===== src/hw/flash_prot_defs.vh =====
// Purpose: constants for the flash security and protection register block
// Assumes: AXI4-Lite register window, 32-bit data, one register per aligned word
// Notes:   byte offsets inside the window; fields sit in the low byte
`ifndef FLASH_PROT_DEFS_VH
`define FLASH_PROT_DEFS_VH

// ----------------------------------------
// register byte offsets
// ----------------------------------------
`define OFS_SECURITY_OPTIONS 6'h00
`define OFS_BACKDOOR_GATE    6'h04
`define OFS_SECTOR_PROT      6'h08
`define OFS_FLASH_STATUS     6'h0C
`define OFS_IRQ_STATUS       6'h10
`define OFS_IRQ_CLEAR        6'h14
`define OFS_IRQ_ENABLE       6'h18

// ----------------------------------------
// field positions and encodings
// ----------------------------------------
`define BACKDOOR_EN_HI     7
`define BACKDOOR_EN_LO     6
`define LOCK_STATE_HI      1
`define LOCK_STATE_LO      0
`define ENC_ENABLED        2'h2
`define ENC_UNSECURED      2'h3
`define KEY_WRITE_SEL_BIT  5
`define PROTECT_OPEN_BIT   0
`define PROTECT_SIZE_HI    7
`define PROTECT_SIZE_LO    1
`define VIOL_FLAG_BIT      5
`define SIZE_FULL_LIMIT    7'h40

// ----------------------------------------
// interrupt status bits
// ----------------------------------------
`define IRQ_VIOL_BIT    0
`define IRQ_MASS_BIT    1
`define IRQ_UNLOCK_BIT  2
`define IRQ_WIDTH       3

// ----------------------------------------
// protection geometry: 2 KB steps, 128 KB array
// ----------------------------------------
`define STEP_SHIFT     11
`define ARRAY_TOP      18'h20000
`define AXI_OKAY       2'h0
`define AXI_SLVERR     2'h2

`endif


===== src/hw/flash_prot.v =====
// Purpose: security options, backdoor gate and sector protection registers of a flash controller
// Assumes: AXI4-Lite slave; configuration bytes valid while load_strobe pulses during reset sequencing
// Notes:   array write and erase requests arrive on plain ports; this block judges and routes them
//
// Functional notes
// [RULE1] security options load from stored byte at reset sequence, read-only afterwards
// [RULE2] backdoor access enabled only when backdoor enable field equals 10
// [RULE3] lock state reports secured only for encoding 10, all else unsecured
// [RULE4] successful backdoor unlock forces lock state field to an unsecured code
// [RULE5] key write select writable only while backdoor enable field is enabled
// [RULE6] key select 0 routes array writes to commands, 1 captures them as keys
// [RULE7] array reads keep working while key write select is set
// [RULE8] other config bits read zero and ignore writes
// [RULE9] protection writes apply only when they enlarge the protected region
// [RULE10] protection register loads from stored protection byte at reset sequence
// [RULE11] software unprotects config sector before reprogramming stored protection byte
// [RULE12] program or erase inside protected region refused, violation flag set
// [RULE13] mass erase refused while any sector is protected
// [RULE14] open bit 0 protects the whole 128 KB array
// [RULE15] open bit 1: size field 0x00-0x3F still protects the whole array
// [RULE16] sizes 0x40-0x7F shrink range 2 KB each from 126 KB, 0x7F none
// [RULE17] enlarging means new protected top no lower than current, by effective range
// [RULE18] violation flag cleared by writing 1 only; no command launch while set
//
// The register offsets and the AXI4-Lite register port were decided locally.
`include "flash_prot_defs.vh"

module flash_prot #(
  parameter ADDR_W = 17
) (
  // clock and reset
  input wire mclk,
  input wire reset_n,
  // configuration load during reset sequencing
  input wire load_strobe,
  input wire [7:0] stored_options_byte,
  input wire [7:0] stored_protection_byte,
  // AXI4-Lite write address
  input wire [5:0] s_axi_awaddr,
  input wire s_axi_awvalid,
  output wire s_axi_awready,
  // AXI4-Lite write data
  input wire [31:0] s_axi_wdata,
  input wire [3:0] s_axi_wstrb,
  input wire s_axi_wvalid,
  output wire s_axi_wready,
  // AXI4-Lite write response
  output reg [1:0] s_axi_bresp,
  output reg s_axi_bvalid,
  input wire s_axi_bready,
  // AXI4-Lite read address
  input wire [5:0] s_axi_araddr,
  input wire s_axi_arvalid,
  output wire s_axi_arready,
  // AXI4-Lite read data
  output reg [31:0] s_axi_rdata,
  output reg [1:0] s_axi_rresp,
  output reg s_axi_rvalid,
  input wire s_axi_rready,
  // array write / erase requests from the array port
  input wire array_wr,
  input wire array_rd,
  input wire array_erase,
  input wire mass_erase,
  input wire [ADDR_W-1:0] array_addr,
  input wire key_match,
  // routed results
  output wire cmd_write,
  output wire key_write,
  output wire array_read_ok,
  output wire erase_go,
  output wire mass_erase_go,
  output wire cmd_launch_ok,
  // interrupt
  output wire irq
);

  // ----------------------------------------
  // state
  // ----------------------------------------
  reg [7:0] security_options;
  reg key_write_select;
  reg [7:0] sector_protection;
  reg protect_violation_flag;
  reg unlocked;
  reg [`IRQ_WIDTH-1:0] irq_status;
  reg [`IRQ_WIDTH-1:0] irq_enable;
  reg [5:0] aw_addr;
  reg aw_held;
  reg [31:0] w_data;
  reg [3:0] w_strb;
  reg w_held;

  // ----------------------------------------
  // protected top: byte count of the region from the array base
  // ----------------------------------------
  function [17:0] prot_top;
    input [7:0] prot;
    reg [6:0] size;
    begin
      size = prot[`PROTECT_SIZE_HI:`PROTECT_SIZE_LO];
      if (!prot[`PROTECT_OPEN_BIT]) begin
        prot_top = `ARRAY_TOP; // RULE14
      end else if (size < `SIZE_FULL_LIMIT) begin
        prot_top = `ARRAY_TOP; // RULE15
      end else begin
        // 0x40 -> 126 KB ... 0x7F -> 0 KB
        prot_top = {1'b0, 6'h3F - size[5:0], {`STEP_SHIFT{1'b0}}}; // RULE16
      end
    end
  endfunction

  wire [17:0] cur_top = prot_top(sector_protection);
  wire any_protected = (cur_top != 18'h00000);
  wire addr_protected = ({{(18-ADDR_W){1'b0}}, array_addr} < cur_top);
  wire backdoor_enabled =
    (security_options[`BACKDOOR_EN_HI:`BACKDOOR_EN_LO] == `ENC_ENABLED); // RULE2
  wire [1:0] lock_code = unlocked ? `ENC_UNSECURED : security_options[`LOCK_STATE_HI:`LOCK_STATE_LO]; // RULE4
  wire secured = (lock_code == `ENC_ENABLED); // RULE3

  // ----------------------------------------
  // array request routing
  // ----------------------------------------
  // a refused request never reaches the array; the flag records it instead.
  // erase requests ignore key mode, only writes change meaning there
  assign cmd_launch_ok = !protect_violation_flag; // RULE18
  wire prog_req = array_wr && !key_write_select;
  wire viol_prog = prog_req && addr_protected; // RULE12
  wire viol_erase = array_erase && addr_protected; // RULE12
  wire viol_mass = mass_erase && any_protected; // RULE13
  assign cmd_write = prog_req && !addr_protected && cmd_launch_ok; // RULE6
  assign key_write = array_wr && key_write_select; // RULE6
  assign array_read_ok = array_rd; // RULE7
  assign erase_go = array_erase && !addr_protected && cmd_launch_ok;
  assign mass_erase_go = mass_erase && !any_protected && cmd_launch_ok; // RULE13
  wire viol_event = viol_prog | viol_erase | viol_mass;
  wire unlock_event = key_write && key_match && backdoor_enabled && !unlocked;

  // ----------------------------------------
  // AXI4-Lite handshake
  // ----------------------------------------
  // one outstanding write and read; address and data latch in either order.
  // a write outside the map still completes, so a stray access cannot stall the bus
  assign s_axi_awready = !aw_held && !s_axi_bvalid;
  assign s_axi_wready = !w_held && !s_axi_bvalid;
  assign s_axi_arready = !s_axi_rvalid;
  wire wr_fire = aw_held && w_held && !s_axi_bvalid;
  wire rd_fire = s_axi_arvalid && s_axi_arready;
  wire wr_lane0 = wr_fire && w_strb[0];

  wire wr_cfg = wr_lane0 && (aw_addr == `OFS_BACKDOOR_GATE);
  wire wr_prot = wr_lane0 && (aw_addr == `OFS_SECTOR_PROT);
  wire wr_stat = wr_lane0 && (aw_addr == `OFS_FLASH_STATUS);
  wire wr_clr = wr_lane0 && (aw_addr == `OFS_IRQ_CLEAR);
  wire wr_en = wr_lane0 && (aw_addr == `OFS_IRQ_ENABLE);
  wire [17:0] new_top = prot_top(w_data[7:0]);

  // every decoded offset answers OKAY; anything else in the window is a slave error
  function mapped;
    input [5:0] a;
    begin
      case (a)
        `OFS_SECURITY_OPTIONS: mapped = 1'b1;
        `OFS_BACKDOOR_GATE: mapped = 1'b1;
        `OFS_SECTOR_PROT: mapped = 1'b1;
        `OFS_FLASH_STATUS: mapped = 1'b1;
        `OFS_IRQ_STATUS: mapped = 1'b1;
        `OFS_IRQ_CLEAR: mapped = 1'b1;
        `OFS_IRQ_ENABLE: mapped = 1'b1;
        default: mapped = 1'b0;
      endcase
    end
  endfunction

  always @(posedge mclk or negedge reset_n) begin
    if (!reset_n) begin
      aw_addr <= 6'h00;
      aw_held <= 1'b0;
      w_data <= 32'h00000000;
      w_strb <= 4'h0;
      w_held <= 1'b0;
      s_axi_bvalid <= 1'b0;
      s_axi_bresp <= `AXI_OKAY;
    end else begin
      if (s_axi_awvalid && s_axi_awready) begin
        aw_addr <= s_axi_awaddr;
        aw_held <= 1'b1;
      end
      if (s_axi_wvalid && s_axi_wready) begin
        w_data <= s_axi_wdata;
        w_strb <= s_axi_wstrb;
        w_held <= 1'b1;
      end
      if (wr_fire) begin
        aw_held <= 1'b0;
        w_held <= 1'b0;
        s_axi_bvalid <= 1'b1;
        s_axi_bresp <= mapped(aw_addr) ? `AXI_OKAY : `AXI_SLVERR;
      end else if (s_axi_bvalid && s_axi_bready) begin
        s_axi_bvalid <= 1'b0;
      end
    end
  end

  // ----------------------------------------
  // read path
  // ----------------------------------------
  reg [7:0] rd_byte;
  always @* begin
    case (s_axi_araddr)
      `OFS_SECURITY_OPTIONS: rd_byte = {security_options[7:6], 4'h0, lock_code}; // RULE1
      `OFS_BACKDOOR_GATE: rd_byte = {2'h0, key_write_select, 5'h00}; // RULE8
      `OFS_SECTOR_PROT: rd_byte = sector_protection;
      `OFS_FLASH_STATUS: rd_byte = {2'h0, protect_violation_flag, 5'h00};
      `OFS_IRQ_STATUS: rd_byte = {5'h00, irq_status};
      `OFS_IRQ_ENABLE: rd_byte = {5'h00, irq_enable};
      default: rd_byte = 8'h00;
    endcase
  end

  always @(posedge mclk or negedge reset_n) begin
    if (!reset_n) begin
      s_axi_rvalid <= 1'b0;
      s_axi_rdata <= 32'h00000000;
      s_axi_rresp <= `AXI_OKAY;
    end else if (rd_fire) begin
      s_axi_rvalid <= 1'b1;
      s_axi_rdata <= {24'h000000, rd_byte};
      s_axi_rresp <= mapped(s_axi_araddr) ? `AXI_OKAY : `AXI_SLVERR;
    end else if (s_axi_rvalid && s_axi_rready) begin
      s_axi_rvalid <= 1'b0;
    end
  end

  // ----------------------------------------
  // register write acceptance
  // ----------------------------------------
  // ranges are compared, not encodings: 0x00 and 0x7D both mean the whole array,
  // and an open bit of 0 beats any size field; a bigger region means a higher top
  wire prot_grows = (new_top >= cur_top); // RULE9 RULE17
  wire prot_write_ok = wr_prot && prot_grows;
  // key select only moves while the loaded options enable the backdoor
  wire cfg_write_ok = wr_cfg && backdoor_enabled; // RULE5

  // ----------------------------------------
  // security options and unlock state
  // ----------------------------------------
  // software has no write path here; only the reset-sequence load and a backdoor unlock move these
  always @(posedge mclk or negedge reset_n) begin
    if (!reset_n) begin
      security_options <= 8'h00;
      unlocked <= 1'b0;
    end else if (load_strobe) begin
      // reserved option bits forced to zero on load
      security_options <= {stored_options_byte[7:6], 4'h0, stored_options_byte[1:0]}; // RULE1
      unlocked <= 1'b0;
    end else if (unlock_event) begin
      unlocked <= 1'b1; // RULE4
    end
  end

  // ----------------------------------------
  // backdoor gate
  // ----------------------------------------
  always @(posedge mclk or negedge reset_n) begin
    if (!reset_n) begin
      key_write_select <= 1'b0;
    end else if (load_strobe) begin
      key_write_select <= 1'b0;
    end else if (cfg_write_ok) begin
      key_write_select <= w_data[`KEY_WRITE_SEL_BIT]; // RULE5
    end
  end

  // ----------------------------------------
  // sector protection
  // ----------------------------------------
  always @(posedge mclk or negedge reset_n) begin
    if (!reset_n) begin
      sector_protection <= 8'h00;
    end else if (load_strobe) begin
      sector_protection <= stored_protection_byte; // RULE10
    end else if (prot_write_ok) begin
      // writes that would shrink the region are dropped whole
      sector_protection <= w_data[7:0]; // RULE9 RULE17
    end
  end

  // ----------------------------------------
  // violation flag and interrupts
  // ----------------------------------------
  wire [`IRQ_WIDTH-1:0] irq_events = {unlock_event, viol_mass, viol_prog | viol_erase};
  // a write of 0 to the flag bit leaves it alone
  wire viol_clear = wr_stat && w_data[`VIOL_FLAG_BIT]; // RULE18

  // set wins over a clear that lands in the same cycle, so no event is lost
  reg [`IRQ_WIDTH-1:0] irq_clear_mask;
  reg [`IRQ_WIDTH-1:0] next_irq_status;
  always @* begin
    irq_clear_mask = {`IRQ_WIDTH{1'b0}};
    if (wr_clr) begin
      irq_clear_mask = w_data[`IRQ_WIDTH-1:0];
    end
    next_irq_status = (irq_status & ~irq_clear_mask) | irq_events;
  end

  always @(posedge mclk or negedge reset_n) begin
    if (!reset_n) begin
      protect_violation_flag <= 1'b0;
      irq_status <= {`IRQ_WIDTH{1'b0}};
      irq_enable <= {`IRQ_WIDTH{1'b0}};
    end else begin
      // a new event in the clearing cycle keeps the flag set
      if (viol_event) begin
        protect_violation_flag <= 1'b1; // RULE12
      end else if (viol_clear) begin
        protect_violation_flag <= 1'b0; // RULE18
      end
      irq_status <= next_irq_status;
      if (wr_en) begin
        irq_enable <= w_data[`IRQ_WIDTH-1:0];
      end
    end
  end

  // ----------------------------------------
  // interrupt output
  // ----------------------------------------
  // level output: stays high until software clears the status bit or masks it
  assign irq = |(irq_status & irq_enable);

  // lock state is exported on reads only; kept visible for debug use
  wire unused_secured = secured;

endmodule // flash_prot


===== config.mk =====
export PLATFORM = sky130hd
export DESIGN_NAME = flash_prot
export DESIGN_NICKNAME = d
export VERILOG_FILES = /design/src/hw/flash_prot.v
export VERILOG_INCLUDE_DIRS = /design/src /design/src/hw
export SDC_FILE = /design/constraint.sdc
export NUM_CORES = 1
export LEC_CHECK = 0
export BUFFER_PORTS_ARGS = -buffer_cell sky130_fd_sc_hd__buf_2
export CORE_MARGIN = 3
export CORE_UTILIZATION = 50
export DETAILED_ROUTE_END_ITERATION = 16
export PLACE_DENSITY = 0.94
export SETUP_SLACK_MARGIN = 0.5
export SYNTH_ARGS = -nofsm -noshare
export SYNTH_HDL_FRONTEND = slang
export SYNTH_SLANG_ARGS = --single-unit

===== constraint.sdc =====
create_clock -name mclk -period 3.51 [get_ports mclk]
set_input_delay 0.702 -clock mclk [delete_from_list [all_inputs] [get_ports mclk]]
set_output_delay 0.702 -clock mclk [all_outputs]
set_load 0.02 [all_outputs]

==> results of run 1 <==
-- logic make-up after synthesis --
logic type,count (synthesis),synth area share
flops,50,0.438
buf+inv,42,0.0911
compound gates,57,0.129
simple gates,88,0.170
other cells,1,0.00131
mux,28,0.117
fa+ha+maj,12,0.0526
-- synth_stat cells (4+ instances only) --
library cell and n:
inv_1 7, ha_1 12, nor2b_1 11, a41oi_1 7, nand3_1 4, clkbuf_1 7
dfrtp_1 50, a21oi_1 12, a21o_1 4, nor2_1 12, nand2_1 27, mux2_2 23
or2_2 8, o21ai_0 18, buf_4 27
-- area by class of cell --
class,instances,area share
Clock buffer,7,0.0222
Tap cell,70,0.0254
Clock inverter,1,0.00872
Sequential cell,50,0.363
Inverter,7,0.00763
Multi-Input combinational cell,211,0.448
Timing Repair Buffer,80,0.124
-- metrics by stage --
stage / area [sq um] / power (mW) / hold slack, ns / setup slack [ns]
finish: 3440 / 1.99 / 0.486 / 0.475
global route: 3440 / 2.12 / 0.519 / 0.388
CTS: 3350 / 1.96 / 0.497 / 0.523
detailed placement: 3160 / 1.55 / 0.477 / 0.445
global placement: 3160 / 1.51 / 0.457 / 0.556
floorplan: 2950 / 1.36 / 0.406 / 0.612
-- layer usage --
| metal | part of all wire | up-vias | GRT usage |
|---|---|---|---|
| li1 | - | 1106 | - |
| met1 | 0.40 | 1120 | 0.284 |
| met2 | 0.48 | 135 | 0.363 |
| met3 | 0.092 | 17 | 0.0548 |
| met4 | 0.024 | 0 | 0.0524 |
| met5 | 0 | - | 0 |
-- worst paths after layout --
check	start	to	slack, ns	cells after the start
min in group asynchronous	reset_n	w_data[6]	0.60	1
hold reg to reg	s_axi_rresp[1]	s_axi_rresp[1]	0.49	2
setup / recovery	sector_protection[7]	cmd_write	0.47	8
setup reg to reg	w_data[0]	sector_protection[4]	1.06	8
hold / removal	s_axi_rresp[1]	s_axi_rresp[1]	0.49	2
max in group asynchronous	reset_n	s_axi_rdata[7]	2.26	1
-- state kept, by name, summed over array words and instances, names as in the netlist --
signal and cells:
s_axi_rresp 1, w_data 8, s_axi_rvalid 1, s_axi_bvalid 1
security_options 4, s_axi_bresp 1, s_axi_rdata 8, w_held 1
protect_violation_flag 1, sector_protection 8, key_write_select 1, aw_addr 6
irq_enable 3, unlocked 1, irq_status 3, aw_held 1
w_strb 1
-- repair_timing --
action                                  in CTS  in global routing
resized for setup                            9                 12
pin swaps                                    2                  6
endpoints found under the setup margin       2                  2
buffers inserted                             5                  4
hold buffers                                 0                  0
-- power by group through the flow --
stage	registers (mW)	clock network [mW]	logic, mW
after floorplan	0.845	0	0.518
after global placement	0.863	0	0.649
after CTS	0.862	0.397	0.705
final	0.869	0.393	0.733
after global routing	0.892	0.429	0.804
after detailed placement	0.873	0	0.682
-- worst min-delay path: stages, from the launching register on --
cell and delay, ns:
dfrtp_1 0.34, nand2_1 0.05, o21ai_0 0.06
==> impl_metrics.json, run 1 <==
{
  "outcome": "completed",
  "cap_violations": 0,
  "wl_per_cell_um": 16.4,
  "synthCells": 278,
  "yosys.area.top_type": "dfrtp_1",
  "cts_tree": "yes",
  "p_sw_mw": 0.745,
  "antenna_found_initial": 0,
  "crit_path_frequent_cell": "buf_4",
  "synth-edff-count": 0,
  "max_stage_delay_ns": 0.42,
  "ant_nets": 0,
  "hold_viol": 0,
  "via_count": 2378,
  "final_common_cell": "buf_2",
  "drtIter0Drc": 203,
  "crit_slowest_cell": "dfrtp_1",
  "path_cells": "nand2_4 > or2_2 > ha_1 > and3_4 > a221oi_2 > buf_4 > nor4b_4 > buf_4",
  "gp_congestion": 0.905,
  "combPwrFrac": 0.367,
  "synth_top_area_frac": 0.438,
  "firstDrtPassIters": 4,
  "stdcell_count": 426,
  "synth_warnings": 0,
  "ir_drop_mv": 0.383,
  "ys_async_sr_fraction": 1.00,
  "drv_slew": 0,
  "grt_use_total": 0.218,
  "synth_area_per_cell_sq_um": 10.3,
  "grt_max_degree": 51,
  "max_freq_ghz": 0.329,
  "p_leak_nw": 1.68,
  "end_kind": "primary output",
  "numPortBuffers": 71,
  "setup_viol": 0,
  "hp-class": "flop to flop",
  "rows": 26,
  "fin_setup_tns_ns": 0,
  "path_buf_inv": 2,
  "required_ns": 2.81,
  "syn_area_sq_um": 2860,
  "ioPinCount": 142,
  "routed_wl_um": 6970,
  "dpl.cell_count": 409,
  "relSlewSlack": 0.280,
  "drive_gt1_frac": 0.374,
  "cts.sinks": 50,
  "die_w_um": 81.6,
  "synth_area_leaders": "dfrtp_1 44%, mux2_2 9.1%, buf_4 7.1%",
  "seqCellArea_sq_um": 1250,
  "clock_skew_ns": 0.00539,
  "crit_arrival_ns": 2.33,
  "critPathKind": "flop to primary output",
  "clkPwrFrac": 0.197,
  "place_hpwl_um": 4990,
  "clk_transition_reported_paths_ns": 0.08,
  "yosysSeqAreaShare": 0.438,
  "start_kind": "flop",
  "pwr-share-seq": 0.436,
  "area_growth_pct": 20.6,
  "critPathMaxFanout": 8,
  "cts_root_buf": "clkbuf_8",
  "diodes": 0,
  "htree_levels": 2,
  "tightest_slew_ns": 1.08,
  "period_minus_slack_ns": 3.04,
  "cts_made_buffers": 5,
  "core_area_sq_um": 5300,
  "p_int_mw": 1.25,
  "ys_ff_latch": 50,
  "overflow": 0,
  "final_cell_mix": "69 x buf_2, 50 x dfrtp_1, 26 x conb_1",
  "grt_pass1_wl_um": 11000,
  "synth_cell_types": 45,
  "p_sw_frac": 0.374,
  "multi_input_area_sq_um": 1540,
  "drc": 0,
  "ys.flop_type": "dfrtp_1",
  "fin_nets": 461,
  "fillers": 421,
  "cp_top_family": "simple AND/OR/NAND/NOR gates",
  "cellPowerDensity_nw_per_um2": 579,
  "start_util": 0.538,
  "post-route-period-util": 0.865,
  "grt_pass1_vias": 2262,
  "die_y_um": 81.6,
  "cts.path.max_buffers": 2,
  "drt-vias-per-instance": 5.58,
  "utilization": 0.649,
  "dieArea_sq_um": 6650,
  "clk-insertion-delay-late_ns": 0.30,
  "rsz0062_at_grt": "yes"
}
Note: power is estimated with default switching activity, not from simulation.
==> inputs of run 2 (changes only) <==
--- a/config.mk
+++ b/config.mk
@@ -11,6 +11,7 @@
 export CORE_UTILIZATION = 50
 export DETAILED_ROUTE_END_ITERATION = 16
 export PLACE_DENSITY = 0.94
+export REMOVE_ABC_BUFFERS = 1
 export SETUP_SLACK_MARGIN = 0.5
 export SYNTH_ARGS = -nofsm -noshare
 export SYNTH_HDL_FRONTEND = slang
==> run 2 against run 1 <==
Against the previous run: die area unchanged; final area decreased by 1.2%; first-iteration DRC count decreased by 27%; critical path depth stayed put; worst hold slack worse by 0.0020 ns; highest routed layer unchanged.
==> impl_metrics.json, run 2 (synthesized netlist as in run 1, its figures left out) <==
{
  "dpl.cell_count": 409,
  "ant_nets": 0,
  "dp_slack_ns": 0.544,
  "start_util": 0.538,
  "fillers": 420,
  "crit_arrival_ns": 2.23,
  "period_minus_slack_ns": 2.93,
  "gp_congestion": 0.854,
  "setup_viol": 0,
  "grt_use_total": 0.203,
  "routed_wl_um": 6600,
  "dieArea_sq_um": 6650,
  "largestRegisters": "s_axi_rdata (8), sector_protection (8), w_data (8)",
  "ioPinCount": 142,
  "drv_slew": 0,
  "rsz0062_at_grt": "no",
  "htree_levels": 2,
  "hp-class": "flop to flop",
  "diodes": 0,
  "post-route-period-util": 0.835,
  "clock_skew_ns": 0.0129,
  "utilization": 0.642,
  "whs_ns": 0.484,
  "setup_slack_ns": 0.579,
  "p_leak_nw": 1.66,
  "drc": 0,
  "overflow": 0,
  "end_kind": "primary output",
  "antenna_found_initial": 0,
  "area_growth_pct": 19.1,
  "drive_gt1_frac": 0.378,
  "cap_violations": 0,
  "cts_made_buffers": 5,
  "max_freq_ghz": 0.341,
  "final_common_cell": "buf_2",
  "cts_root_buf": "clkbuf_8",
  "tightest_slew_ns": 1.09,
  "grt_pass1_vias": 2256,
  "fin_setup_tns_ns": 0,
  "required_ns": 2.81,
  "cts.sinks": 50,
  "cts.path.max_buffers": 2,
  "critPathMaxFanout": 5,
  "place_hpwl_um": 4880,
  "fin_nets": 462,
  "relSlewSlack": 0.272,
  "core_area_sq_um": 5300,
  "via_count": 2376,
  "hold_viol": 0,
  "cts_tree": "yes",
  "outcome": "completed",
  "ir_drop_mv": 0.469,
  "die_y_um": 81.6,
  "drt-vias-per-instance": 5.56,
  "grt_pass1_wl_um": 10500,
  "die_w_um": 81.6,
  "firstDrtPassIters": 4,
  "clk_transition_reported_paths_ns": 0.10,
  "critPathKind": "flop to primary output",
  "start_kind": "flop",
  "cellPowerDensity_nw_per_um2": 572,
  "final_cell_mix": "70 x buf_2, 48 x dfrtp_1, 26 x nand2_1, 26 x conb_1, 23 x mux2_2",
  "numPortBuffers": 71,
  "clk-insertion-delay-late_ns": 0.31,
  "drtIter0Drc": 148,
  "grt_max_degree": 51,
  "wl_per_cell_um": 15.5,
  "rows": 26,
  "stdcell_count": 427
}
## run 2: worst paths after layout
| check | endpoint | from | cells past startpoint | slack, ns |
|---|---|---|---|---|
| max reg2reg | sector_protection[1] | w_data[0] | 8 | 1.12 |
| max in group asynchronous | sector_protection[7] | reset_n | 1 | 2.20 |
| min reg2reg | s_axi_rdata[5] | s_axi_rdata[5] | 2 | 0.48 |
| min in group asynchronous | w_data[4] | reset_n | 1 | 0.59 |
| max | erase_go | sector_protection[0] | 8 | 0.58 |
| min | s_axi_rdata[5] | s_axi_rdata[5] | 2 | 0.48 |
## run 2: report_power, final
group / internal (mW) / leakage [nW] / switching, mW
sequential: 0.719 / 0.599 / 0.154
combinational: 0.312 / 1.01 / 0.401
clock: 0.162 / 0.0514 / 0.198
## run 2: layer usage
| metal | global-route usage | wire (um) | vias up |
|---|---|---|---|
| met3 | 0.0395 | 674 | 15 |
| met1 | 0.269 | 2750 | 1119 |
| met2 | 0.331 | 3030 | 135 |
| met5 | 0 | 0 | - |
| met4 | 0.0726 | 142 | 0 |
| li1 | - | - | 1107 |
## run 2: timing repair
item	4_1_cts	5_1_grt
cloned	0	1
pin swaps	3	3
hold buffers	0	0
endpoints found under the setup margin	2	2
setup buffers	6	3
endpoints found under the hold margin	0	0
gates resized for setup	10	5
## run 2: final cells by class
class | count | area, sq um | area share
multi-input cells | 212 | 1510 | 0.444
flip-flops and latches | 50 | 1250 | 0.369
repair buffers | 80 | 425 | 0.125
well taps | 70 | 87.6 | 0.0257
clock buffers | 6 | 82.6 | 0.0243
inverters | 7 | 26.3 | 0.00772
clock inverters | 2 | 17.5 | 0.00515
## run 2: worst max-delay path, stage by stage (launching register included)
cell and delay (ns):
dfrtp_2 0.42, nand2_4 0.07, or2_2 0.30, ha_1 0.30, nand2_1 0.08, o21ai_2 0.16
a221oi_4 0.10, nor4b_2 0.27, buf_4 0.20
## run 2: per-stage QoR
step                      power [mW]  area [sq um]
after global placement          1.51          3160
final                           1.95          3400
after CTS                       1.93          3360
after floorplan                 1.33          2720
after detailed placement        1.55          3160
after global routing            2.07          3400
==> inputs of run 3 (changes only) <==
--- a/config.mk
+++ b/config.mk
@@ -8,9 +8,9 @@
 export LEC_CHECK = 0
 export BUFFER_PORTS_ARGS = -buffer_cell sky130_fd_sc_hd__buf_2
 export CORE_MARGIN = 3
-export CORE_UTILIZATION = 50
+export CORE_UTILIZATION = 46
 export DETAILED_ROUTE_END_ITERATION = 16
-export PLACE_DENSITY = 0.94
+export PLACE_DENSITY = 0.88
 export REMOVE_ABC_BUFFERS = 1
 export SETUP_SLACK_MARGIN = 0.5
 export SYNTH_ARGS = -nofsm -noshare
==> constraint.sdc (replaced) <==
create_clock -name mclk -period 2.89 [get_ports mclk]
set_input_delay 0.578 -clock mclk [delete_from_list [all_inputs] [get_ports mclk]]
set_output_delay 0.578 -clock mclk [all_outputs]
set_load 0.02 [all_outputs]
==> run 3 against run 2 <==
Against the previous run: sequential power is 21% higher; clock power is 34% higher; largest power group unchanged; core utilization is 6.2 points lower; count of clock-buffer cells in the layout is 1 higher; highest routed layer unchanged; register-to-register slack worse by 0.45 ns; critical path type unchanged; final area is 1.5% higher; via count is 2.4% lower.
==> impl_metrics.json, run 3 (synthesized netlist as in run 1, its figures left out) <==
{
  "cts_made_buffers": 5,
  "cellPowerDensity_nw_per_um2": 704,
  "reg2reg_depth": 9,
  "antenna_found_initial": 0,
  "via_count": 2320,
  "largestRegisters": "s_axi_rdata (8), sector_protection (8), w_data (8)",
  "numPortBuffers": 71,
  "die_y_um": 84.8,
  "drt-vias-per-instance": 5.40,
  "dpl.cell_count": 418,
  "wl_per_cell_um": 15.3,
  "path_cells": "nand2_4 > or2_4 > ha_1 > nand2_2 > o21ai_2 > a221oi_2 > buf_4 > nor4b_4 > buf_4",
  "start_kind": "flop",
  "period_minus_slack_ns": 2.69,
  "fin_setup_tns_ns": 0,
  "hold_path_startpoint": "s_axi_bready",
  "cts.path.max_buffers": 2,
  "crit_slowest_cell": "dfrtp_1",
  "max_freq_ghz": 0.372,
  "grt_pass1_vias": 2326,
  "drc": 0,
  "area_growth_pct": 20.9,
  "p_sw_frac": 0.374,
  "stdcell_count": 430,
  "required_ns": 2.31,
  "hold_buffers": 0,
  "cts_tree": "yes",
  "cap_violations": 0,
  "dr.max_layer_used": "met4",
  "setup_slack_ns": 0.199,
  "grt_max_degree": 51,
  "htree_levels": 2,
  "ioPinCount": 142,
  "core_area_sq_um": 5960,
  "start_util": 0.479,
  "dp_slack_ns": 0.200,
  "cts.sinks": 50,
  "r2r_end": "sector_protection[1]",
  "place_hpwl_um": 5060,
  "gp_congestion": 0.860,
  "grt_use_total": 0.192,
  "wl_met1_um": 2730,
  "wl_met2_um": 3210,
  "routed_wl_um": 6590,
  "drive_gt1_frac": 0.380,
  "critPathMaxFanout": 8,
  "outcome": "completed",
  "clock_skew_ns": 0.00587,
  "crit_arrival_ns": 2.11,
  "p_sw_mw": 0.909,
  "cts_root_buf": "clkbuf_8",
  "min_to": "s_axi_bvalid",
  "pwr-share-seq": 0.436,
  "rsz0062_at_grt": "yes",
  "combPwrFrac": 0.365,
  "overflow": 0,
  "p_int_mw": 1.52,
  "r2r-start": "sector_protection[0]",
  "diodes": 0,
  "critPathKind": "flop to primary output",
  "post-route-period-util": 0.931,
  "final_common_cell": "buf_2",
  "hold_depth": 2,
  "clkPwrFrac": 0.198,
  "clk-insertion-delay-late_ns": 0.30,
  "fin_total_pwr_mw": 2.43,
  "end_kind": "primary output",
  "drtIter0Drc": 105,
  "fin_nets": 460,
  "grt_pass1_wl_um": 11100,
  "hold_viol": 0,
  "setup_viol": 0,
  "drv_slew": 0,
  "clk_transition_reported_paths_ns": 0.09,
  "p_leak_nw": 1.68,
  "crit_path_frequent_cell": "buf_4",
  "r2r_setup_slack_ns": 0.67,
  "hp-class": "input port to flop",
  "relSlewSlack": 0.279,
  "die_w_um": 84.8,
  "tightest_slew_ns": 1.08,
  "rows": 28,
  "ir_drop_mv": 0.584,
  "ant_nets": 0,
  "max_stage_delay_ns": 0.40,
  "firstDrtPassIters": 4,
  "route.met3.wl_um": 575,
  "dieArea_sq_um": 7190,
  "final_cell_mix": "69 x buf_2, 50 x dfrtp_1, 26 x conb_1"
}
## run 3: cell types whose count changed in the layout (fill, tap and decap cells not counted), moves of 2 or more
cell	before	now
or2_2	7	3
or2_4	1	5
nor4b_4	0	2
dfrtp_1	48	50
nand2_1	26	24
ha_4	1	3
clkbuf_1	0	2
dfrtp_2	2	0
ha_1	11	9
clkinv_4	2	0
nor4b_2	2	0
## run 3: timing repair
action                                 in CTS  in global routing
endpoints found under the hold margin       0                  0
setup buffers                               2                  2
pin swaps                                   2                  1
gates resized for setup                    17                  8
setup endpoints to repair                   2                 10
## run 3: worst max-delay path by stage
stage / cells past startpoint / to / startpoint
finish: 9 / erase_go / sector_protection[0]
global placement: 9 / cmd_write / sector_protection[0]
global route: 9 / erase_go / sector_protection[0]
floorplan: 7 / cmd_write / sector_protection[7]
CTS: 9 / cmd_write / sector_protection[7]
detailed placement: 9 / erase_go / sector_protection[0]
## run 3: power by group through the flow
stage | logic (mW) | clock network (mW) | registers [mW]
detailed placement | 0.838 | 0 | 1.07
finish | 0.888 | 0.482 | 1.06
CTS | 0.863 | 0.493 | 1.05
global placement | 0.801 | 0 | 1.05
floorplan | 0.587 | 0 | 1.03
global route | 0.991 | 0.520 | 1.09
## run 3: worst max-delay path, delay by kind of cell (launching register included)
| family | cells | cell delay [ns] |
|---|---|---|
| buffers and inverters | 2 | 0.34 |
| adder cells (fa/ha/maj) | 1 | 0.28 |
| flip-flops | 1 | 0.40 |
| AND/OR/NAND/NOR | 4 | 0.60 |
| AO/OA/AOI/OAI | 2 | 0.19 |
## run 3: final cells by class
class	count	area, sq um
fillers	525	2500
clock inverters	1	30.0
inverters	7	26.3
well taps	75	93.8
multi-input cells	211	1550
repair buffers	79	420
clock buffers	7	76.3
flip-flops and latches	50	1250
## run 3: layer usage
metal  up-vias  global-route usage
li1       1105                   -
met1      1097               0.254
met2       110               0.318
met3         8              0.0442
met4         0              0.0532
met5         -                   0
## run 3: through the flow
stage          instance area, sq um  hold slack, ns   util
3_5_place_dp                   3190           0.456  0.536
6_report                       3450           0.437  0.580
4_1_cts                        3400           0.433  0.570
2_1_floorplan                  2720           0.282      -
5_1_grt                        3450           0.442  0.580
3_3_place_gp                   3190           0.453  0.536
